$ cat config.mk
export PLATFORM = sky130hd
export DESIGN_NAME = fpc_top
export DESIGN_NICKNAME = d
export VERILOG_FILES = /design/src/fpc_pkg.sv /design/src/fpc_channel.sv /design/src/fpc_top.sv
export VERILOG_INCLUDE_DIRS = /design/src /design/src/src
export SDC_FILE = /design/constraint.sdc
export NUM_CORES = 2
export LEC_CHECK = 0
export BUFFER_PORTS_ARGS = -buffer_cell sky130_fd_sc_hd__buf_2
export CAP_MARGIN = 5
export CORE_MARGIN = 5
export CORE_UTILIZATION = 45
export CTS_CLUSTER_SIZE = 14
export DETAILED_ROUTE_END_ITERATION = 6
export PLACE_DENSITY = 0.65
export RECOVER_POWER = 50
export SLEW_MARGIN = 20
export SYNTH_ARGS = -nofsm -noshare
export SYNTH_HDL_FRONTEND = slang
export SYNTH_SLANG_ARGS = --single-unit
$ cat constraint.sdc
create_clock -name sys_clk -period 6.6 [get_ports sys_clk]
set_input_delay 0.66 -clock sys_clk [delete_from_list [all_inputs] [get_ports sys_clk]]
set_output_delay 0.66 -clock sys_clk [all_outputs]
set_load 0.1 [all_outputs]
$ cat src/fpc_defines.svh
// Constants for the fast pulse counter block: pin counts, field widths,
// mode codes and timing figures.
// Assumes nothing; included by the package and the design files.
`ifndef FPC_DEFINES_SVH
`define FPC_DEFINES_SVH

`define FPC_NUM_CNT        4
`define FPC_NUM_DOUT       12
`define FPC_CNT_W          32
`define FPC_CPR_W          28
`define FPC_CPR_MAX        28'hfffffff
`define FPC_GATE_W         20

// Clock and count base
`define FPC_CLK_PERIOD_NS  8
`define FPC_US_NS          1000
`define FPC_US_CYC         ((`FPC_US_NS + `FPC_CLK_PERIOD_NS - 1) / `FPC_CLK_PERIOD_NS)
`define FPC_US_DIV_W       7

// Frequency gate lengths in microseconds
`define FPC_GATE_1S_US     1000000
`define FPC_GATE_100MS_US  100000
`define FPC_GATE_10MS_US   10000

// Frequency modes
`define FPC_FREQ_1S        4'h0
`define FPC_FREQ_100MS     4'h1
`define FPC_FREQ_10MS      4'h2
`define FPC_FREQ_SCAN      4'h3
// Totalize modes
`define FPC_TOT_RISE       4'h0
`define FPC_TOT_FALL       4'h1
// Pulse modes
`define FPC_PUL_HIGH       4'h0
`define FPC_PUL_LOW        4'h1
`define FPC_PUL_PER_RISE   4'h2
`define FPC_PUL_PER_FALL   4'h3
// Quadrature modes
`define FPC_QUAD_LEAD_UP   4'h0
`define FPC_QUAD_LEAD_DN   4'h1
// Marker modes: async codes, qualified codes carry bit 3 set
`define FPC_MK_RISE        4'h0
`define FPC_MK_FALL        4'h1
`define FPC_MK_BOTH        4'h2
`define FPC_MK_QUAL_BIT    3
`define FPC_MK_PHASE_BIT   2
`define FPC_MK_EFALL_BIT   1
`define FPC_MK_LOW_BIT     0

// Counter roles in the marker pairing
`define FPC_QUAD_CH        0
`define FPC_MARK_CH        2

`endif

$ cat src/fpc_pkg.sv
// Types shared by the fast pulse counter block.
// Assumes fpc_defines.svh is on the include path.
`include "fpc_defines.svh"

package fpc_pkg;

   typedef enum logic [2:0] {
      FPC_T_DIS   = 3'h0,
      FPC_T_FREQ  = 3'h1,
      FPC_T_TOT   = 3'h2,
      FPC_T_PULSE = 3'h3,
      FPC_T_QUAD  = 3'h4,
      FPC_T_MARK  = 3'h5
   } fpc_type_t;

   typedef struct packed {
      fpc_type_t               ctype;
      logic [3:0]              mode;
      logic [`FPC_CPR_W-1:0]   cpr;
   } fpc_cfg_t;

   typedef struct packed {
      logic [`FPC_CNT_W-1:0]   acc;
      logic [`FPC_CNT_W-1:0]   val;
      logic [`FPC_GATE_W-1:0]  gate;
      logic                    pa;
      logic                    pb;
   } fpc_ch_st_t;

   typedef struct packed {
      logic [`FPC_NUM_CNT-1:0]   in_q;
      logic [`FPC_NUM_CNT-1:0]   in_p;
      logic [`FPC_NUM_CNT-1:0]   img;
      logic [`FPC_US_DIV_W-1:0]  usdiv;
      logic                      us_tick;
      logic                      mk_clr;
      logic                      ran;
      logic                      mfo1;
      logic                      mfo2;
      logic [`FPC_NUM_DOUT-1:0]  dout;
   } fpc_top_st_t;

endpackage

$ cat src/fpc_channel.sv
// One fast pulse counter channel: frequency, totalize, pulse and
// quadrature measurement on conditioned input levels.
// Assumes inputs are already synchronous and polarity corrected.
`timescale 1ns/10ps
`default_nettype none
`include "fpc_defines.svh"

module fpc_channel
   import fpc_pkg::*;
#(
   parameter logic [`FPC_GATE_W-1:0] GATE_1S    = `FPC_GATE_W'(`FPC_GATE_1S_US),
   parameter logic [`FPC_GATE_W-1:0] GATE_100MS = `FPC_GATE_W'(`FPC_GATE_100MS_US),
   parameter logic [`FPC_GATE_W-1:0] GATE_10MS  = `FPC_GATE_W'(`FPC_GATE_10MS_US)
) (
   input  wire logic                  sys_clk,
   input  wire logic                  rst,
   input  wire fpc_cfg_t              cfg,
   input  wire logic                  in_a,
   input  wire logic                  in_b,
   input  wire logic                  us_tick,
   input  wire logic                  scan_tick,
   input  wire logic                  clear,
   output logic [`FPC_CNT_W-1:0]      value
);

   fpc_ch_st_t q, d;

   logic                   rise, fall, edge_hit, tick_en, gate_end, fwd, rev, step_up, step_dn;
   logic [`FPC_GATE_W-1:0] glen;
   logic [`FPC_CNT_W-1:0]  lim;
   logic [3:0]             trans;

   // Edge and quadrature transition decode
   always_comb begin
      rise  = in_a & ~q.pa;
      fall  = ~in_a & q.pa;
      trans = {q.pa, q.pb, in_a, in_b};
      fwd   = (trans == 4'h2) | (trans == 4'hb) | (trans == 4'hd) | (trans == 4'h4);
      rev   = (trans == 4'h1) | (trans == 4'h7) | (trans == 4'he) | (trans == 4'h8);
      lim   = {{(`FPC_CNT_W-`FPC_CPR_W){1'b0}}, cfg.cpr};
      case (cfg.mode)
         `FPC_FREQ_1S:    glen = GATE_1S;
         `FPC_FREQ_100MS: glen = GATE_100MS;
         default:         glen = GATE_10MS;
      endcase
   end

   // Next state per counter type
   always_comb begin
      d        = q;
      d.pa     = in_a;
      d.pb     = in_b;
      edge_hit = 1'b0;
      tick_en  = 1'b0;
      gate_end = 1'b0;
      step_up  = 1'b0;
      step_dn  = 1'b0;
      case (cfg.ctype)
         FPC_T_FREQ: begin
            // Gate by microsecond count or by program scan
            if (cfg.mode == `FPC_FREQ_SCAN) begin
               gate_end = scan_tick;
            end else if (us_tick) begin
               gate_end = (q.gate >= glen - 1'b1);
               d.gate   = gate_end ? '0 : q.gate + 1'b1;
            end
            if (rise) begin
               d.acc = q.acc + 1'b1;
            end
            if (gate_end) begin
               d.val = q.acc + {{(`FPC_CNT_W-1){1'b0}}, rise};
               d.acc = '0;
            end
         end
         FPC_T_TOT: begin
            edge_hit = (cfg.mode == `FPC_TOT_FALL) ? fall : rise;
            if (edge_hit) begin
               // Limit of zero means free running
               d.acc = (lim != '0 && q.acc >= lim) ? '0 : q.acc + 1'b1;
            end
            d.val = d.acc;
         end
         FPC_T_PULSE: begin
            case (cfg.mode)
               `FPC_PUL_HIGH: begin
                  tick_en  = q.pa;
                  edge_hit = fall;
               end
               `FPC_PUL_LOW: begin
                  tick_en  = ~q.pa;
                  edge_hit = rise;
               end
               `FPC_PUL_PER_RISE: begin
                  tick_en  = 1'b1;
                  edge_hit = rise;
               end
               default: begin
                  tick_en  = 1'b1;
                  edge_hit = fall;
               end
            endcase
            // Result in microsecond counts, latched at the closing edge
            if (edge_hit) begin
               d.val = q.acc;
               d.acc = '0;
            end else if (us_tick && tick_en && q.acc != '1) begin
               d.acc = q.acc + 1'b1; // Saturates on a stuck input
            end
         end
         FPC_T_QUAD: begin
            step_up = (cfg.mode == `FPC_QUAD_LEAD_UP) ? fwd : rev;
            step_dn = (cfg.mode == `FPC_QUAD_LEAD_UP) ? rev : fwd;
            if (clear) begin
               d.acc = '0;
            end else if (step_up) begin
               d.acc = (lim != '0 && q.acc >= lim) ? '0 : q.acc + 1'b1;
            end else if (step_dn) begin
               d.acc = (q.acc == '0) ? lim : q.acc - 1'b1;
            end
            d.val = d.acc;
         end
         default: begin
            // Disabled and marker channels count nothing
            d.acc  = '0;
            d.val  = '0;
            d.gate = '0;
         end
      endcase
   end

   always_ff @(posedge sys_clk) begin
      if (rst) begin
         q <= '0;
      end else begin
         q <= d;
      end
   end

   assign value = q.val;

endmodule

`default_nettype wire

$ cat src/fpc_top.sv
// Fast pulse counter block: four counters on the digital inputs, input
// polarity, marker reset and stop behaviour of the multifunction and
// plain digital outputs.
// Assumes pins, run and download controls are synchronous to sys_clk.
`timescale 1ns/10ps
`default_nettype none
`include "fpc_defines.svh"

module fpc_top
   import fpc_pkg::*;
#(
   parameter logic [`FPC_GATE_W-1:0] GATE_1S    = `FPC_GATE_W'(`FPC_GATE_1S_US),
   parameter logic [`FPC_GATE_W-1:0] GATE_100MS = `FPC_GATE_W'(`FPC_GATE_100MS_US),
   parameter logic [`FPC_GATE_W-1:0] GATE_10MS  = `FPC_GATE_W'(`FPC_GATE_10MS_US)
) (
   input  wire logic                          sys_clk,
   input  wire logic                          rst,
   input  wire logic [`FPC_NUM_CNT-1:0]       din,
   input  wire logic                          active_low,
   input  wire fpc_cfg_t [`FPC_NUM_CNT-1:0]   cnt_cfg,
   input  wire logic                          scan_tick,
   input  wire logic                          ctl_run,
   input  wire logic                          ctl_download,
   input  wire logic [1:0]                    pwm_level,
   input  wire logic [1:0]                    pwm_hold,
   input  wire logic [1:0]                    pwm_default,
   input  wire logic [`FPC_NUM_DOUT-1:0]      dout_level,
   input  wire logic [`FPC_NUM_DOUT-1:0]      dout_hold,
   input  wire logic [`FPC_NUM_DOUT-1:0]      dout_default,
   output logic [`FPC_NUM_CNT-1:0][`FPC_CNT_W-1:0] cnt_value,
   output logic [`FPC_NUM_CNT-1:0]            plain_input_image_bit,
   output logic                               multifunction_output_one,
   output logic                               multifunction_output_two,
   output logic [`FPC_NUM_DOUT-1:0]           dout
);

   localparam logic [`FPC_US_DIV_W-1:0] US_LAST = `FPC_US_DIV_W'(`FPC_US_CYC - 1);

   fpc_top_st_t q, d;

   logic     mk_ok;
   logic     mk_now, mk_was, mk_rise, mk_fall;
   logic     ph_now, ph_was, ph_edge, lvl_ok;
   fpc_cfg_t cfg_mk;

   // Marker pairing is only valid with counter 1 in quadrature
   always_comb begin
      mk_ok  = (cnt_cfg[`FPC_MARK_CH].ctype == FPC_T_MARK) &&
               (cnt_cfg[`FPC_QUAD_CH].ctype == FPC_T_QUAD);
      cfg_mk = cnt_cfg[`FPC_MARK_CH];
      mk_now = q.in_q[`FPC_MARK_CH];
      mk_was = q.in_p[`FPC_MARK_CH];
      mk_rise = mk_now & ~mk_was;
      mk_fall = ~mk_now & mk_was;
      // Qualified modes look at a phase of counter 1
      ph_now = cfg_mk.mode[`FPC_MK_PHASE_BIT] ? q.in_q[`FPC_QUAD_CH+1] : q.in_q[`FPC_QUAD_CH];
      ph_was = cfg_mk.mode[`FPC_MK_PHASE_BIT] ? q.in_p[`FPC_QUAD_CH+1] : q.in_p[`FPC_QUAD_CH];
      ph_edge = cfg_mk.mode[`FPC_MK_EFALL_BIT] ? (~ph_now & ph_was) : (ph_now & ~ph_was);
      lvl_ok  = cfg_mk.mode[`FPC_MK_LOW_BIT] ? ~mk_now : mk_now;
   end

   // Next state of the shared logic
   always_comb begin
      d = q;

      // Polarity correction at the pin register
      d.in_q = din ^ {`FPC_NUM_CNT{active_low}};
      d.in_p = q.in_q;

      // Microsecond count base shared by all counters
      if (q.usdiv == US_LAST) begin
         d.usdiv   = '0;
         d.us_tick = 1'b1;
      end else begin
         d.usdiv   = q.usdiv + 1'b1;
         d.us_tick = 1'b0;
      end

      // Marker clear pulse towards the quadrature counter
      d.mk_clr = 1'b0;
      if (mk_ok) begin
         if (cfg_mk.mode[`FPC_MK_QUAL_BIT]) begin
            d.mk_clr = lvl_ok & ph_edge;
         end else begin
            case (cfg_mk.mode)
               `FPC_MK_RISE: d.mk_clr = mk_rise;
               `FPC_MK_FALL: d.mk_clr = mk_fall;
               `FPC_MK_BOTH: d.mk_clr = mk_rise | mk_fall;
               default:      d.mk_clr = 1'b0;
            endcase
         end
      end

      // Plain input image for disabled counters only; marker counters read as zero
      for (int i = 0; i < `FPC_NUM_CNT; i++) begin
         d.img[i] = (cnt_cfg[i].ctype == FPC_T_DIS) ? q.in_q[i] : 1'b0;
      end

      // Run history: download wipes it, run sets it
      if (ctl_download) begin
         d.ran = 1'b0;
      end else if (ctl_run) begin
         d.ran = 1'b1;
      end

      // Multifunction outputs stay off until the first run after load
      if (!q.ran || ctl_download) begin
         d.mfo1 = 1'b0;
         d.mfo2 = 1'b0;
      end else if (ctl_run) begin
         d.mfo1 = pwm_level[0];
         d.mfo2 = pwm_level[1];
      end else begin
         d.mfo1 = pwm_hold[0] ? q.mfo1 : pwm_default[0];
         d.mfo2 = pwm_hold[1] ? q.mfo2 : pwm_default[1];
      end

      // Plain outputs follow the program only while running
      if (ctl_run && !ctl_download) begin
         d.dout = dout_level;
      end else begin
         for (int j = 0; j < `FPC_NUM_DOUT; j++) begin
            d.dout[j] = dout_hold[j] ? q.dout[j] : dout_default[j];
         end
      end
   end

   always_ff @(posedge sys_clk) begin
      if (rst) begin
         q <= '0;
      end else begin
         q <= d;
      end
   end

   // One channel per counter; phase 2 is the next pin up, counter 4 wrapping to pin 1
   for (genvar g = 0; g < `FPC_NUM_CNT; g++) begin : g_ch
      fpc_channel #(
         .GATE_1S    (GATE_1S),
         .GATE_100MS (GATE_100MS),
         .GATE_10MS  (GATE_10MS)
      ) u_ch (
         .sys_clk   (sys_clk),
         .rst       (rst),
         .cfg       (cnt_cfg[g]),
         .in_a      (q.in_q[g]),
         .in_b      (q.in_q[(g + 1) % `FPC_NUM_CNT]),
         .us_tick   (q.us_tick),
         .scan_tick (scan_tick),
         .clear     ((g == `FPC_QUAD_CH) ? q.mk_clr : 1'b0),
         .value     (cnt_value[g])
      );
   end

   // All outputs straight from registers
   assign plain_input_image_bit    = q.img;
   assign multifunction_output_one = q.mfo1;
   assign multifunction_output_two = q.mfo2;
   assign dout                     = q.dout;

endmodule

`default_nettype wire

==> run_results.csv <==
group,metric,value,unit
status,status,"complete, but fails checks",
status,violations,"max-capacitance violations, max-slew violations",
cells_and_area,fillers,8172,
die,fp.coreArea,79300,um^2
min_path,min_from,"pwm_level[0]",
sta,finalCriticalPeriod,5190,ps
sta,worst_slew_pin_slew,2400,ps
synth,synth_simple_gate_area_frac,0.276,
clock_network,clk_pin_slew,70,ps
sta,hold_viol,0,
die,die_area,85900,um^2
setup_path,end_kind,"flip-flop",
synth,synth_edf_count,0,
cells_and_area,drive_above_1_share,0.0878,
clock_network,h-tree-depth,2,
pwr,power.leakage,0.0146,uW
synth,yosys.area_share.xor_xnor,0.0318,
sta,slew_headroom,-0.601,
cells_and_area,nets,5588,
synth,synth_top_area_cell,"dfxtp_1",
setup_path,worstSetupPathType,"reg2reg",
drt,viasPerCell,6.72,
synth,synthTopCellsByCount,"521 x nand2_1, 490 x o21ai_0, 464 x nor2_1",
sta,setup_violations,0,
min_path,holdPathStages,3,
grt,grt_use_total,0.321,
synth,ys_types,96,
die,fp-row-count,103,
clock_network,clockBufferDepth,3,
clock_network,cts_hold_buf,0,
setup_path,required,7150,ps
drt,dr_total_vias,42300,
sta,fmax,0.193,GHz
flow_run,maxCapViolations,2,
pwr,cellPowerDensity,174,nW/um^2
min_path,hp-class,"in2reg",
cells_and_area,seq_area,7450,um^2
drt,remaining_drc_errors,0,
setup_path,reg2reg_to,"g_ch[2].u_ch.q[76]$_SDFFE_PP0P_",
sta,fin_setup_tns,0,ps
cells_and_area,syn_to_final_growth,7.54,%
synth,synth_ff_type,"dfxtp_1",
placement,port_buffers,337,
synth,netlist_area,36100,um^2
setup_path,r2r_cells,9,
cells_and_area,final_core_util,0.490,
synth,yosysMostFrequentCell,"nand2_1",
grt,antenna_found_initial,9,
setup_path,r2r_start,"g_ch[2].u_ch.q[55]$_SDFFE_PP0P_",
synth,syn_avg_cell_area,6.89,um^2
grt,overflow,0,
drt,first_pass_iters,7,
synth,syn-instance-count,5240,
die,start_util,0.455,
drt,wl_per_cell,23.6,um
synth,muxShareOfSynthArea,0.0102,
synth,ys_seq_elements,372,
setup_path,r2r_setup_slack,1410,ps
cells_and_area,multi_input_area,25300,um^2
clock_network,post_cts_resized,0,
drt,drt_iter0_drc,5672,
sta,drv_slew,81,
setup_path,cp_max_fo,20,
synth,synth_compound_area_frac,0.313,
drt,ant_nets,0,
placement,dpl_cell_area,37400,um^2
pwr,ir_drop,169,uV
clock_network,post_cts_buffers,0,
setup_path,crit_arrival,5740,ps
clock_network,clockRootBuffer,"clkbuf_16",
sta,rsz0062_at_grt,"false",
sta,fin_crit_sh,0.787,
grt,grt_pass1_vias,37900,
clock_network,cts_inserted_buffers,46,
die,io_pins,338,
clock_network,clkLatencyLatePin,610,ps
setup_path,startpoint_type,"flip-flop",
placement,finalWeightedCongestion,1.02,
synth,synth_top_family_by_area,"compound AO/OA/AOI/OAI gates",
synth,yosys_warnings,0,
drt,drt_wl_total,148000,um
synth,async_flop_share,0,
die,die_w,293,um
clock_network,cts_tree,"done",
clock_network,cts.sinks,372,
synth,synthAdderAreaFrac,0.0673,
cells_and_area,fin_area,38800,um^2
die,dieHeight,293,um
synth,yosysSeqAreaShare,0.206,
grt,grt_max_degree,61,
sta,skew,32.0,ps
grt,grt_first_pass_wirelength,225000,um
placement,dpl.hpwl,110000,um
synth,synth.top_cells.by_area,"dfxtp_1 21%, o21ai_0 6.8%, ha_1 6.7%, a21oi_1 5.8%, nand2_1 5.4%",
synth,netlist.area_leader.share,0.206,
min_path,hold_end,"multifunction_output_one$_SDFFE_PP0P_",
==> sequential cells by signal, summed over array words and instances (netlist names) <==
name / count
g_ch.u_ch.q: 209
g_ch.u_ch.value: 128
dout: 12
q: 12
d: 4
plain_input_image_bit: 4
mk_was: 1
multifunction_output_one: 1
multifunction_output_two: 1
==> worst max-delay path, stage by stage (launching register included) <==
cell	delay [ps]
dfxtp_1	650
ha_1	370
nand3_1	390
or4_1	670
or4_1	630
a31oi_1	320
or2_0	840
and2_1	900
o21ai_0	230
o21ai_1	110
==> per-layer routing <==
layer	vias up	wire, um	track usage
met2	2862	61600	0.485
met1	19600	60900	0.444
li1	19300	-	-
met4	8	7470	0.128
met3	543	18500	0.0744
met5	-	57	0
==> area by class of cell <==
| type | instances | share of cell area |
|---|---|---|
| Antenna cell | 3 | 0.000193 |
| Multi-Input combinational cell | 4127 | 0.653 |
| Timing Repair Buffer | 447 | 0.0595 |
| Inverter | 208 | 0.0201 |
| Sequential cell | 372 | 0.192 |
| Clock buffer | 64 | 0.0348 |
| Clock inverter | 22 | 0.00706 |
| Tap cell | 1050 | 0.0339 |
==> cells in the final DEF, fill, tap and decap left out, types with 185 or more instances in the layout <==
| cell type | count |
|---|---|
| a21oi_1 | 420 |
| ha_1 | 194 |
| nand3_1 | 192 |
| inv_1 | 207 |
| o21ai_0 | 488 |
| nor2_1 | 458 |
| dfxtp_1 | 372 |
| buf_2 | 185 |
| nand2_1 | 521 |
| nor3_1 | 194 |
==> metrics by stage <==
step                cells  power [uW]  hold WS [ps]  worst slack (ps)
floorplan            5246        3490           417              2620
global placement     6204        3990           427              1800
detailed placement   6204        3990           435              1710
CTS                  6290        6750           283              2120
global route         6292        7000           301              1140
finish               6293        6770           307              1410
==> how the worst max path moves through the flow <==
stage                                           to  depth (start not counted)  slack, ps                             from
6_report           g_ch[2].u_ch.q[76]$_SDFFE_PP0P_                          9       1410  g_ch[2].u_ch.q[55]$_SDFFE_PP0P_
5_1_grt            g_ch[2].u_ch.q[57]$_SDFFE_PP0P_                          9       1140  g_ch[2].u_ch.q[55]$_SDFFE_PP0P_
4_1_cts            g_ch[2].u_ch.q[76]$_SDFFE_PP0P_                          9       2120  g_ch[2].u_ch.q[55]$_SDFFE_PP0P_
3_5_place_dp       g_ch[2].u_ch.q[79]$_SDFFE_PP0P_                         13       1710                      cnt_cfg[98]
3_3_place_gp       g_ch[2].u_ch.q[64]$_SDFFE_PP0P_                         13       1800                      cnt_cfg[98]
2_1_floorplan  g_ch[2].u_ch.value[17]$_SDFFE_PP0P_                         13       2620                      cnt_cfg[99]
==> where the power goes <==
group | switching [uW] | total, uW | internal [uW]
combinational | 1200 | 1670 | 477
sequential | 62.0 | 2340 | 2280
clock | 1130 | 2760 | 1630
total | 2380 | 6770 | 4380
==> cells by family (layout without fill, tap and decap cells) <==
logic type,count (synthesis),after routing
adder cells (fa/ha/maj),194,194
buffers and inverters,747,741
XOR/XNOR,131,131
other,2,11
AO/OA/AOI/OAI,1750,1750
multiplexers,35,35
flip-flops,372,372
AND/OR/NAND/NOR,2009,2009
Note: power is estimated with default switching activity, not from simulation.
